**config.mk**
```make
export PLATFORM = sky130hd
export DESIGN_NAME = icm_master_event_ctrl
export DESIGN_NICKNAME = d
export VERILOG_FILES = /design/src/logic/icm_pkg.sv /design/src/logic/icm_pin_if.sv /design/src/logic/icm_pin_sync.sv /design/src/logic/icm_master_event_ctrl.sv
export SDC_FILE = /design/constraint.sdc
export NUM_CORES = 1
export LEC_CHECK = 0
export BUFFER_PORTS_ARGS = -buffer_cell sky130_fd_sc_hd__buf_2
export CORE_MARGIN = 1.5
export CORE_UTILIZATION = 39
export CTS_BUF_LIST = sky130_fd_sc_hd__clkbuf_16
export DETAILED_ROUTE_END_ITERATION = 6
export GPL_TIMING_DRIVEN = 1
export SLEW_MARGIN = 20
export SYNTH_ARGS = -nofsm -noshare
export SYNTH_HDL_FRONTEND = slang
export SYNTH_HIERARCHICAL = 1
export SYNTH_SLANG_ARGS = --single-unit
export TNS_END_PERCENT = 100
```
**constraint.sdc**
```tcl
create_clock -name clk -period 2.4 [get_ports clk]
set_input_delay 0.12 -clock clk [delete_from_list [all_inputs] [get_ports clk]]
set_output_delay 0.12 -clock clk [all_outputs]
set_load 0.03 [all_outputs]
```
**src/logic/icm_pkg.sv**
```systemverilog
// Purpose: shared constants and types for the master event / slave mask block
// Assumes: 125 MHz clock, standard-mode bus timing
// Notes: ctrl bits [4:0] hold the event/mask bits at positions 5..1
`default_nettype none

package icm_pkg;

    // clock and bus timing
    localparam int CLK_NS = 8;
    localparam int QTR_NS = 2500;
    localparam int QTR_CYC = (QTR_NS + CLK_NS - 1) / CLK_NS;
    localparam int TMR_W = 9;
    localparam logic [TMR_W-1:0] TMR_LOAD = TMR_W'(QTR_CYC - 1);
    localparam logic [TMR_W-1:0] TMR_ZERO = 9'h000;

    // positions inside the 5-bit control field
    localparam int B_ACK_LVL = 4;
    localparam int B_ACK_GO = 3;
    localparam int B_RX_GO = 2;
    localparam int B_STOP_GO = 1;
    localparam int B_RST_GO = 0;

    // reset values
    localparam logic [4:0] CTRL_RST = 5'h00;
    localparam logic [7:0] RX_RST = 8'h00;
    localparam logic [1:0] DRV_RST = 2'h0;

    // phase and bit counts
    localparam logic [1:0] PH_FIRST = 2'h0;
    localparam logic [1:0] PH_SCL_UP = 2'h1;
    localparam logic [1:0] PH_SAMPLE = 2'h2;
    localparam logic [1:0] PH_STOP_LAST = 2'h2;
    localparam logic [1:0] PH_LAST = 2'h3;
    localparam logic [2:0] BIT_FIRST = 3'h0;
    localparam logic [2:0] BIT_LAST = 3'h7;

    typedef enum logic [2:0] {
        ST_IDLE,
        ST_RSTART,
        ST_STOP,
        ST_ACK,
        ST_RX
    } icm_state_t;

endpackage

`default_nettype wire

```
**src/logic/icm_pin_if.sv**
```systemverilog
// Purpose: carries raw and synchronised bus pin levels between modules
// Assumes: one clock domain on the synchronised side
// Notes: raw levels come straight from the pins
`default_nettype none

interface icm_pin_if;
    logic scl_raw;
    logic sda_raw;
    logic scl_s;
    logic sda_s;
    modport sync (input scl_raw, input sda_raw, output scl_s, output sda_s);
    modport core (output scl_raw, output sda_raw, input scl_s, input sda_s);
endinterface

`default_nettype wire

```
**src/logic/icm_pin_sync.sv**
```systemverilog
// Purpose: two-flop synchronisers for the clock and data pins
// Assumes: pins are asynchronous to clk
// Notes: first stage feeds only the second stage
`default_nettype none

module icm_pin_sync
    import icm_pkg::*;
(
    input wire logic clk,
    input wire logic nrst,
    input wire logic ce,
    icm_pin_if.sync pins
);

    logic [1:0] scl_q_r;
    logic [1:0] sda_q_r;

    always_ff @(posedge clk or negedge nrst)
    begin
        if (!nrst)
        begin
            scl_q_r <= 2'h3;
            sda_q_r <= 2'h3;
        end
        else if (ce)
        begin
            scl_q_r <= {scl_q_r[0], pins.scl_raw};
            sda_q_r <= {sda_q_r[0], pins.sda_raw};
        end
    end

    assign pins.scl_s = scl_q_r[1];
    assign pins.sda_s = sda_q_r[1];

endmodule // icm_pin_sync

`default_nettype wire

```
**src/logic/icm_master_event_ctrl.sv**
```systemverilog
// Purpose: master bus events and slave address masking on shared bits
// Assumes: open-drain pins, pulled high outside; 125 MHz clock
// Notes: ctrl bits [4:0] stand at positions 5..1 of the control register
`default_nettype none

module icm_master_event_ctrl
    import icm_pkg::*;
(
    input wire logic clk,
    input wire logic nrst,
    input wire logic ce,
    input wire logic master_mode,
    input wire logic wr_en,
    input wire logic [4:0] wr_data,
    output logic [4:0] ctrl_rd,
    output logic addr_mask_b5,
    output logic addr_mask_b4,
    output logic addr_mask_b3,
    output logic addr_mask_b2,
    output logic addr_mask_b1,
    output logic busy,
    output logic [7:0] rx_data,
    output logic rx_done,
    input wire logic scl_in,
    output logic scl_out,
    output logic scl_oe,
    input wire logic sda_in,
    output logic sda_out,
    output logic sda_oe
);

    icm_pin_if pins ();

    icm_state_t state_r, state_nxt, launch_st;
    logic [1:0] phase_r, phase_nxt;
    logic [2:0] bit_r, bit_nxt;
    logic [TMR_W-1:0] tmr_r, tmr_nxt;
    logic [4:0] ctrl_r, ctrl_nxt;
    logic [4:0] mask_r, mask_nxt;
    logic [1:0] drv_r, drv_nxt;
    logic [7:0] shift_r, rx_data_r;
    logic rx_done_r;
    wire go_rst, go_stop, go_ack, go_rx;
    wire in_idle, launch, tmr_zero, step;
    wire last_ph, seq_end, sample;
    wire [4:0] clr_mask;

    // returns {scl_low, sda_low} for a state and phase
    function automatic logic [1:0] drv(
        input icm_state_t st,
        input logic [1:0] ph,
        input logic lvl,
        input logic [1:0] hold
    );
        logic [1:0] d;
        d = hold;
        case (st)
            ST_RSTART: d = (ph == PH_FIRST) ? 2'h2 :
                           (ph == PH_SCL_UP) ? 2'h0 :
                           (ph == PH_SAMPLE) ? 2'h1 : 2'h3;
            ST_STOP: d = (ph == PH_FIRST) ? 2'h3 :
                         (ph == PH_SCL_UP) ? 2'h1 : 2'h0;
            ST_ACK: d = {(ph == PH_FIRST) || (ph == PH_LAST), !lvl};
            ST_RX: d = {(ph == PH_FIRST) || (ph == PH_LAST), 1'b0};
            ST_IDLE: d = hold;
            default: d = hold;
        endcase
        return d;
    endfunction

    // which go bit a finished sequence clears
    function automatic logic [4:0] done_bit(input icm_state_t st);
        logic [4:0] m;
        m = 5'h00;
        case (st)
            ST_RSTART: m[B_RST_GO] = 1'b1;
            ST_STOP: m[B_STOP_GO] = 1'b1;
            ST_ACK: m[B_ACK_GO] = 1'b1;
            ST_RX: m[B_RX_GO] = 1'b1;
            default: m = 5'h00;
        endcase
        return m;
    endfunction

    icm_pin_sync u_sync (
        .clk(clk),
        .nrst(nrst),
        .ce(ce),
        .pins(pins.sync)
    );

    assign pins.scl_raw = scl_in;
    assign pins.sda_raw = sda_in;

    assign go_rst = master_mode && ctrl_r[B_RST_GO];
    assign go_stop = master_mode && ctrl_r[B_STOP_GO];
    assign go_ack = master_mode && ctrl_r[B_ACK_GO];
    assign go_rx = master_mode && ctrl_r[B_RX_GO];
    assign launch_st = go_rst ? ST_RSTART :
                       go_stop ? ST_STOP :
                       go_ack ? ST_ACK :
                       go_rx ? ST_RX : ST_IDLE;
    assign in_idle = (state_r == ST_IDLE);
    assign launch = in_idle && (launch_st != ST_IDLE);
    assign tmr_zero = (tmr_r == TMR_ZERO);
    // clock stretching: released scl must read high before moving on
    assign step = !in_idle && tmr_zero &&
                  ((phase_r != PH_SCL_UP) || pins.scl_s);
    assign last_ph = (state_r == ST_STOP) ? (phase_r == PH_STOP_LAST) :
                     (phase_r == PH_LAST);
    assign seq_end = step && last_ph &&
                     ((state_r != ST_RX) || (bit_r == BIT_LAST));
    assign sample = step && (state_r == ST_RX) && (phase_r == PH_SAMPLE);
    assign clr_mask = seq_end ? done_bit(state_r) : 5'h00;

    always_comb
    begin
        state_nxt = state_r;
        phase_nxt = phase_r;
        bit_nxt = bit_r;
        tmr_nxt = tmr_r;
        if (launch)
        begin
            state_nxt = launch_st;
            phase_nxt = PH_FIRST;
            bit_nxt = BIT_FIRST;
            tmr_nxt = TMR_LOAD;
        end
        else if (seq_end)
            state_nxt = ST_IDLE;
        else if (step)
        begin
            phase_nxt = phase_r + 2'h1;
            tmr_nxt = TMR_LOAD;
            if (phase_r == PH_LAST)
                bit_nxt = bit_r + 3'h1;
        end
        else if (!tmr_zero)
            tmr_nxt = tmr_r - 9'h001;
    end

    // write wins over a hardware clear in the same cycle
    assign ctrl_nxt = wr_en ? wr_data : (ctrl_r & ~clr_mask);
    assign mask_nxt = master_mode ? 5'h00 : ctrl_nxt;
    assign drv_nxt = drv(state_nxt, phase_nxt, ctrl_r[B_ACK_LVL], drv_r);

    always_ff @(posedge clk or negedge nrst)
    begin
        if (!nrst)
        begin
            state_r <= ST_IDLE;
            phase_r <= PH_FIRST;
            bit_r <= BIT_FIRST;
            tmr_r <= TMR_ZERO;
            ctrl_r <= CTRL_RST;
            mask_r <= CTRL_RST;
            drv_r <= DRV_RST;
        end
        else if (ce)
        begin
            state_r <= state_nxt;
            phase_r <= phase_nxt;
            bit_r <= bit_nxt;
            tmr_r <= tmr_nxt;
            ctrl_r <= ctrl_nxt;
            mask_r <= mask_nxt;
            drv_r <= drv_nxt;
        end
    end

    always_ff @(posedge clk or negedge nrst)
    begin
        if (!nrst)
        begin
            shift_r <= RX_RST;
            rx_data_r <= RX_RST;
            rx_done_r <= 1'b0;
        end
        else if (ce)
        begin
            if (sample)
                shift_r <= {shift_r[6:0], pins.sda_s};
            if (seq_end && (state_r == ST_RX))
                rx_data_r <= shift_r;
            rx_done_r <= seq_end && (state_r == ST_RX);
        end
    end

    assign ctrl_rd = ctrl_r;
    assign addr_mask_b5 = mask_r[B_ACK_LVL];
    assign addr_mask_b4 = mask_r[B_ACK_GO];
    assign addr_mask_b3 = mask_r[B_RX_GO];
    assign addr_mask_b2 = mask_r[B_STOP_GO];
    assign addr_mask_b1 = mask_r[B_RST_GO];
    assign busy = !in_idle;
    assign rx_data = rx_data_r;
    assign rx_done = rx_done_r;
    assign scl_out = 1'b0;
    assign sda_out = 1'b0;
    assign scl_oe = drv_r[1];
    assign sda_oe = drv_r[0];
endmodule // icm_master_event_ctrl

`default_nettype wire

```
==> impl_metrics.toml, run 1 <==
[outcome]
status = "finished, violations left"
violations = "negative setup slack"

[synth]
yosys_warnings = 6
ys_seq_area_frac = 0.490
synth_mux_area_frac = 0.126
synth_top_family_by_area = "simple AND/OR/NAND/NOR gates"
synthCells = 221
synth_xor_area_frac = 0.0171
synth_area_leaders = "dfrtp_1 (45%), mux2_1 (7.0%), ha_1 (4.4%)"
synthArstFlopShare = 1.00
synthAdderAreaFrac = 0.0439
yosysTopAreaCellShare = 0.449
post_synth.cell_area_avg_um2 = 11.6
synth_top_flop_cell = "dfrtp_1"
synthSimpleGateAreaFrac = 0.139
synth_area_um2 = 2560
yosys.area.top_type = "dfrtp_1"
synth-compound-area-share = 0.130
synth.distinct_cells = 58
ys_ff_latch = 50
synth-edff-count = 0

[die]
start_util = 0.404
die_w_um = 84.1
die_height_um = 84.1
die-area_um2 = 7070
rows = 29
io_pins = 36
fp.coreArea_um2 = 6350

[layout]
fillCellCount = 576
layout_common_cells = "dfrtp_1 (46), buf_2 (33), buf_4 (32)"
drive_gt1_frac = 0.400
final_common_cell = "dfrtp_1"
utilization = 0.523
diodes = 0
syn2layout_area_growth_pct = 29.4
nNetsFinal = 310

[drt]
routedWlPerCell_um = 14.4
dr.pass1.iters = 5
drtIter0Drc = 47
detail_route.vias_per_cell = 5.13
ant_nets = 0
dr_total_vias = 1881
drt_wl_total_um = 5290
route.detailed.drc = 0

[setup_path]
r2r_setup_slack_ns = -0.05
arrival_ns = 2.63
crit_fanout = 3
start_kind = "flop"
end_kind = "flop"
required_ns = 2.57
reg2reg_depth = 12
timing.rr.end = "bit_r[0]"
path_class = "reg -> reg"
r2r_start = "bit_r[0]"

[global_route]
grt_util_all_layers = 0.164
grt_pass1_wl_um = 9180
overflow = 0
antenna_found_initial = 0
grt_max_degree = 51
grt_pass1_vias = 1954

[power_and_ir_drop]
combPwrFrac = 0.291
seqPwrFrac = 0.428
power_switching_mw = 0.818
p_clk_frac = 0.281
fin_total_pwr_mw = 2.54
swShare = 0.322
p_leak_nw = 1.62
power_density_nw_per_um2 = 765
max-vdd-ir-drop_v = 0.000356
p_int_mw = 1.72

[hold_path]
whs_endpoint = "u_sync/sda_q_r[0]"
hold_path.startpoint = "sda_in"
worstHoldPathType = "in -> reg"
worstHoldPathCells = 2

[clocking]
htreeDepth = 2
cts_buffer_depth = 2
cts_inserted_buffers = 5
cts_tree = "built"
cts-root-buf = "clkbuf_16"
clkTransAtPathRegs_ns = 0.07
clock_sinks = 50
clk_latency_ns = 0.29

[sta]
hold_viol_final = 0
slew_violations = 0
rsz0062_at_grt = "yes"
clock_skew_ns = 0.00714
fin_ws_ns = -0.0535
tightest_slew_ns = 0.627
fin_crit_sh = 1.02
setup_tns_ns = -0.0924
maxSlewHeadroom = 0.582
min_period_ns = 2.45
fin_hold_ws_ns = 0.0619
fmax_mhz = 408
finalSetupViolCount = 2

[place]
hpwl_um = 3640
io_buffers = 33
finalWeightedCongestion = 0.851

[run]
maxCapViolCount = 0
state kept, by name, summed over array words and instances (netlist names):
signal          cells
shift_r             8
rx_done             1
bit_r               3
ctrl_rd             5
rx_data             8
drv_r               2
u_sync/scl_q_r      2
state_r             3
tmr_r               9
mask_r              5
u_sync/sda_q_r      2
phase_r             2
synthesized netlist by cell type, types with 2 or more instances:
cell        n
a21o_1      2
mux2i_1     5
nand4_1     3
a21oi_1     8
dfstp_2     4
nor4b_2     2
mux2_2      7
and3_1      3
clkbuf_1    4
a22o_1      2
nor2b_1     2
nand2_1     8
xnor2_1     4
inv_1      17
nand3_1     7
nand2b_1    2
dfrtp_1    46
o21ai_1     5
mux2_1     16
o21ai_2     2
nor2_1     13
nor3_1      3
a311oi_1    2
buf_4       3
buf_6       2
ha_1        9
o2bb2ai_1   5
buf_2       2
o21ai_0     4
metal layers:
metal | up-vias | global-route usage | wire length, um
met5 | - | 0 | 0
met4 | 0 | 0.0581 | 69
met3 | 6 | 0.0366 | 200
met2 | 38 | 0.270 | 2560
li1 | 919 | - | -
met1 | 918 | 0.211 | 2460
worst max-delay path: stages, from the launching register on:
cell     delay [ns]
dfrtp_1        0.38
ha_2           0.20
ha_4           0.15
or3b_4         0.37
a21oi_4        0.17
buf_4          0.13
buf_6          0.09
nor3_4         0.04
buf_4          0.14
nor3b_4        0.21
buf_6          0.13
o21ai_4        0.06
mux2_4         0.27
cell families after synthesis:
family,Yosys count
AOI/OAI and AO/OA,43
xor gates and xnor gates,5
adders and majority gates,9
buffers and inverters,28
DFF,50
muxes,29
other,1
and+or+nand+nor,56
worst max path at each step:
stage          startpoint    endpoint  slack, ns
2_1_floorplan    bit_r[0]    drv_r[0]     -0.003
3_3_place_gp     tmr_r[0]  rx_data[0]      -0.04
3_5_place_dp     bit_r[1]    drv_r[0]      -0.10
4_1_cts          bit_r[0]    drv_r[0]      -0.07
5_1_grt          bit_r[0]    drv_r[0]      -0.21
6_report         bit_r[0]    bit_r[0]      -0.05
timing repair:
item / in CTS / in global routing
setup endpoints to repair: 10 / 19
cloned: 1 / 0
hold buffers: 1 / 0
resized for setup: 7 / 15
endpoints found under the hold margin: 46 / 0
setup buffers: 3 / 3
pin swaps: 11 / 8
final cells by class:
class | instances | area (um^2) | share of cell area
clock buffers | 5 | 125 | 0.0377
clock inverters | 3 | 23.8 | 0.00716
inverters | 17 | 63.8 | 0.0192
multi-input cells | 144 | 1280 | 0.386
flip-flops and latches | 50 | 1260 | 0.379
well taps | 77 | 96.3 | 0.0290
repair buffers | 71 | 472 | 0.142
through the flow:
| stage | instance area [um^2] | instances | worst slack (ns) |
|---|---|---|---|
| 2_1_floorplan | 2580 | 222 | -0.00264 |
| 3_3_place_gp | 3000 | 352 | -0.0424 |
| 3_5_place_dp | 3000 | 352 | -0.104 |
| 4_1_cts | 3220 | 365 | -0.0677 |
| 5_1_grt | 3320 | 367 | -0.211 |
| 6_report | 3320 | 367 | -0.0535 |
power groups by stage:
stage / Sequential [mW] / Clock, mW / Combinational (mW)
5_1_grt: 1.10 / 0.777 / 0.822
3_5_place_dp: 1.09 / 0 / 0.669
4_1_cts: 1.08 / 0.736 / 0.700
3_3_place_gp: 1.09 / 0 / 0.655
6_report: 1.09 / 0.713 / 0.738
2_1_floorplan: 1.15 / 0 / 0.342
(Power assumes the default switching activity.)
==> run 2: changes to the inputs <==
Settings changed: CTS_BUF_LIST sky130_fd_sc_hd__clkbuf_16 to default.
==> run 2 against run 1 <==
The run still ends with negative setup slack left. Die area is the same. First-iteration DRC count shrank 2.1%. Sequential share of layout area grew 0.65 points. Largest cell class unchanged. Highest routed layer unchanged. Fmax shrank 0.23%. Via count grew 0.11%. Cell area shrank 1.7%. Clock-buffer cell count is the same. Power shrank 8.2%.
==> impl_metrics.toml, run 2 (synthesis results as in run 1) <==
[drt]
routedWlPerCell_um = 14.3
ant_nets = 0
drtIter0Drc = 46
drt_wl_total_um = 5250
dr_total_vias = 1883
detail_route.vias_per_cell = 5.13
dr.pass1.iters = 5
route.detailed.drc = 0

[setup_path]
crit_slowest_cell = "dfrtp_1"
path_cells = "ha_2 -> ha_4 -> or3b_4 -> a21oi_4 -> buf_4 -> buf_6 -> nor3_4 -> buf_4 -> nor3b_4 -> buf_6 -> o21ai_4 -> mux2_4"
start_kind = "flop"
end_kind = "flop"
arrival_ns = 2.65
path_class = "reg -> reg"
slowest_delay_ns = 0.39
critPathTopFamily = "simple AND/OR/NAND/NOR gates"
required_ns = 2.59
crit_fanout = 3
critPathBufInv = 4

[layout]
fillCellCount = 584
largest_reg_flops = 9
nNetsFinal = 310
syn2layout_area_growth_pct = 27.2
drive_gt1_frac = 0.400
regMostFlops = "tmr_r"
diodes = 0
utilization = 0.514
final_common_cell = "dfrtp_1"
layout_common_cells = "dfrtp_1 (46), buf_2 (33), buf_4 (32)"

[die]
fp.coreArea_um2 = 6350
die_height_um = 84.1
die-area_um2 = 7070
start_util = 0.404
io_pins = 36
die_w_um = 84.1
rows = 29

[hold_path]
worstHoldPathType = "in -> reg"

[global_route]
gr-max-usage-layer = "met2"
grt_max_degree = 51
grt_util_all_layers = 0.163
overflow = 0
grt_pass1_vias = 1944
grt_use_met3 = 0.0336
grt_pass1_wl_um = 9180
antenna_found_initial = 0
grt_util_met1 = 0.210
use_met2 = 0.270

[clocking]
clock_sinks = 50
cts-root-buf = "clkbuf_8"
cts_buffer_depth = 2
cts_inserted_buffers = 5
clkTransAtPathRegs_ns = 0.10
cts_tree = "built"
htreeDepth = 2
clk_latency_ns = 0.31

[sta]
slew_violations = 0
rsz0062_at_grt = "yes"
fin_ws_ns = -0.0592
tightest_slew_ns = 0.624
fin_hold_ws_ns = 0.0451
clock_skew_ns = 0.0102
hold_viol_final = 0
finalSetupViolCount = 4
fmax_mhz = 407
maxSlewHeadroom = 0.584
min_period_ns = 2.46
fin_crit_sh = 1.02

[place]
io_buffers = 33
finalWeightedCongestion = 0.851
hpwl_um = 3640

[power_and_ir_drop]
max-vdd-ir-drop_v = 0.000349
p_leak_nw = 1.60
power_density_nw_per_um2 = 714

[outcome]
violations = "negative setup slack"
status = "finished, violations left"

[run]
maxCapViolCount = 0
run 2: final cells by class:
cell class,count,area (um^2),share of cell area
sequential,50,1260,0.385
multi-input combinational,144,1280,0.393
tap,77,96.3,0.0295
timing repair buffer,71,472,0.145
clock buffer,5,68.8,0.0211
clock inverter,3,23.8,0.00729
inverter,17,63.8,0.0196
run 2: worst register-to-register path, delay by kind of cell (launching register included):
kind	cells	cell delay (ns)
adder cells (fa/ha/maj)	2	0.35
buffers and inverters	4	0.49
multiplexers	1	0.27
AND/OR/NAND/NOR	3	0.62
flip-flops	1	0.39
AO/OA/AOI/OAI	2	0.23
run 2: stage by stage:
step | setup slack [ns] | cell area, um^2 | instances | total power [mW] | TNS [ns]
finish | -0.0592 | 3260 | 367 | 2.33 | -0.112
global route | -0.215 | 3260 | 367 | 2.50 | -1.02
CTS | -0.0717 | 3160 | 365 | 2.32 | -0.140
detailed placement | -0.104 | 3000 | 352 | 1.76 | -0.583
global placement | -0.0424 | 3000 | 352 | 1.74 | -0.331
floorplan | -0.00264 | 2580 | 222 | 1.49 | -0.00264
run 2: worst paths after layout:
path | startpoint | end | slack (ns) | cells after the start
max | bit_r[0] | bit_r[0] | -0.06 | 12
min | sda_in | u_sync/sda_q_r[0] | 0.05 | 2
max reg2reg | bit_r[0] | bit_r[0] | -0.06 | 12
min reg2reg | rx_done | rx_done | 0.48 | 1
max in group asynchronous | nrst | state_r[1] | 1.54 | 3
min in group asynchronous | nrst | mask_r[3] | 0.45 | 3
run 2: per-layer routing:
layer,up-vias,part of all wire
met5,-,0
met3,7,0.027
met2,30,0.49
li1,924,-
met1,922,0.47
met4,0,0.013
run 2: report_power, final:
group          leakage [nW]  internal, mW  total (mW)  switching, mW
Combinational         0.918         0.360       0.739          0.379
Clock                0.0408         0.209       0.505          0.296
Sequential            0.639         0.968        1.08          0.116
run 2: what timing repair did:
item | CTS | global route
gates resized for setup | 7 | 15
pin swaps | 12 | 8
gates cloned | 1 | 0
endpoints found under the hold margin | 46 | 0
setup endpoints to repair | 10 | 19
buffers inserted | 3 | 3
hold buffers | 1 | 0
==> run 3: changes to the inputs <==
Settings changed: CORE_MARGIN 1.5 to 5, CORE_UTILIZATION 39 to 45, PLACE_DENSITY from default to 0.68.
==> run 3 against run 2 <==
The flow still finishes with violations (negative setup slack). Clock power grew 20%. Register-to-register slack lost 0.07 ns. Combinational power shrank 8.9%. Hold slack lost 0.013 ns. Power grew 1.7%. Clock-buffer cell count is the same.
==> impl_metrics.toml, run 3 (synthesis results as in run 1) <==
[sta]
rsz0062_at_grt = "yes"
fin_ws_ns = -0.132
fin_crit_sh = 1.06
fmax_mhz = 395
finalSetupViolCount = 13
slew_violations = 0
hold_viol_final = 0
min_period_ns = 2.53
clock_skew_ns = 0.0113

[clocking]
htreeDepth = 2
clock_sinks = 50
cts_tree = "built"
cts_buffer_depth = 2
cts_inserted_buffers = 5
cts-root-buf = "clkbuf_8"
clkTransAtPathRegs_ns = 0.10
clk_latency_ns = 0.31

[place]
finalWeightedCongestion = 0.841
io_buffers = 33
placed_area_um2 = 2990
hpwl_um = 3790

[layout]
nNetsFinal = 306
diodes = 0
largest_reg_flops = 9
layout_common_cells = "dfrtp_1 (46), buf_2 (33), buf_4 (30)"
drive_gt1_frac = 0.371
regMostFlops = "tmr_r"
syn2layout_area_growth_pct = 24.9
final_common_cell = "dfrtp_1"
final_area_um2 = 3200

[power_and_ir_drop]
fin_total_pwr_mw = 2.37
power_density_nw_per_um2 = 739
p_leak_nw = 1.58
max-vdd-ir-drop_v = 0.000348

[drt]
drtIter0Drc = 116
detail_route.vias_per_cell = 5.30
drt_wl_total_um = 5380
routedWlPerCell_um = 15.0
dr.pass1.iters = 4
route.detailed.drc = 0
ant_nets = 0
dr_total_vias = 1896

[setup_path]
start_kind = "flop"
required_ns = 2.61
end_kind = "flop"
crit_fanout = 6
path_class = "reg -> reg"
arrival_ns = 2.74

[die]
io_pins = 36
rows = 27
die-area_um2 = 7310
start_util = 0.466
die_w_um = 85.5
fp.coreArea_um2 = 5510
die_height_um = 85.5

[global_route]
grt_pass1_wl_um = 8880
antenna_found_initial = 0
overflow = 0
grt_pass1_vias = 1853
grt_util_all_layers = 0.149
grt_max_degree = 51

[outcome]
status = "finished, violations left"
violations = "negative setup slack"

[run]
maxCapViolCount = 0

[hold_path]
worstHoldPathType = "in -> reg"
==> run 3: report_power, final <==
part           internal [mW]  switching [mW]  leakage, nW
logic                  0.324           0.348        0.892
clock network          0.310           0.298       0.0504
registers              0.968           0.118        0.639
==> run 3: repair_timing <==
action	in CTS	in global routing
setup buffers	2	3
gates resized for setup	3	6
endpoints found under the hold margin	46	0
endpoints found under the setup margin	10	13
hold buffers	1	0
pin swaps	7	9
==> run 3: final cells by class <==
class	instances	area, um^2
fillers	461	2300
flip-flops and latches	50	1260
well taps	72	90.1
repair buffers	67	443
clock inverters	3	45.0
multi-input cells	144	1240
clock buffers	5	68.8
inverters	17	63.8
==> run 3: path summary, 6_finish.rpt <==
| kind | slack, ns | end | from | cells after the start |
|---|---|---|---|---|
| max | -0.13 | bit_r[0] | bit_r[1] | 12 |
| min | 0.03 | u_sync/scl_q_r[0] | scl_in | 2 |
| max in group asynchronous | 1.81 | u_sync/sda_q_r[1] | nrst | 3 |
| min in group asynchronous | 0.31 | rx_data[2] | nrst | 3 |
| min reg2reg | 0.48 | rx_done | rx_done | 1 |
| max reg2reg | -0.13 | bit_r[0] | bit_r[1] | 12 |
==> run 3: critical path: stages (launching register included) <==
cell     delay (ns)
dfrtp_1        0.40
ha_2           0.21
ha_4           0.15
or3b_4         0.38
a21oi_4        0.17
buf_4          0.14
buf_4          0.11
nor3_4         0.04
buf_4          0.15
nor3b_4        0.20
buf_6          0.14
o21ai_2        0.07
mux2_4         0.27
==> run 3: routing by layer <==
metal  GRT usage  up-vias  wire [um]
met2       0.243       40       2610
met4      0.0403        0         82
met5           0        -          0
met3      0.0320       10        196
met1       0.202      936       2490
li1            -      910          -
==> run 3: per-stage QoR <==
| stage | util | TNS (ns) | worst slack, ns | instances | hold WS [ns] |
|---|---|---|---|---|---|
| 3_3_place_gp | 0.543 | -0.0164 | -0.0164 | 344 | 0.132 |
| 5_1_grt | 0.582 | -2.94 | -0.221 | 358 | 0.0323 |
| 3_5_place_dp | 0.543 | -0.231 | -0.0789 | 344 | 0.130 |
| 4_1_cts | 0.571 | -0.0539 | -0.0539 | 355 | 0.0386 |
| 6_report | 0.582 | -1.28 | -0.132 | 358 | 0.0325 |
| 2_1_floorplan | - | -0.00264 | -0.00264 | 222 | -0.176 |
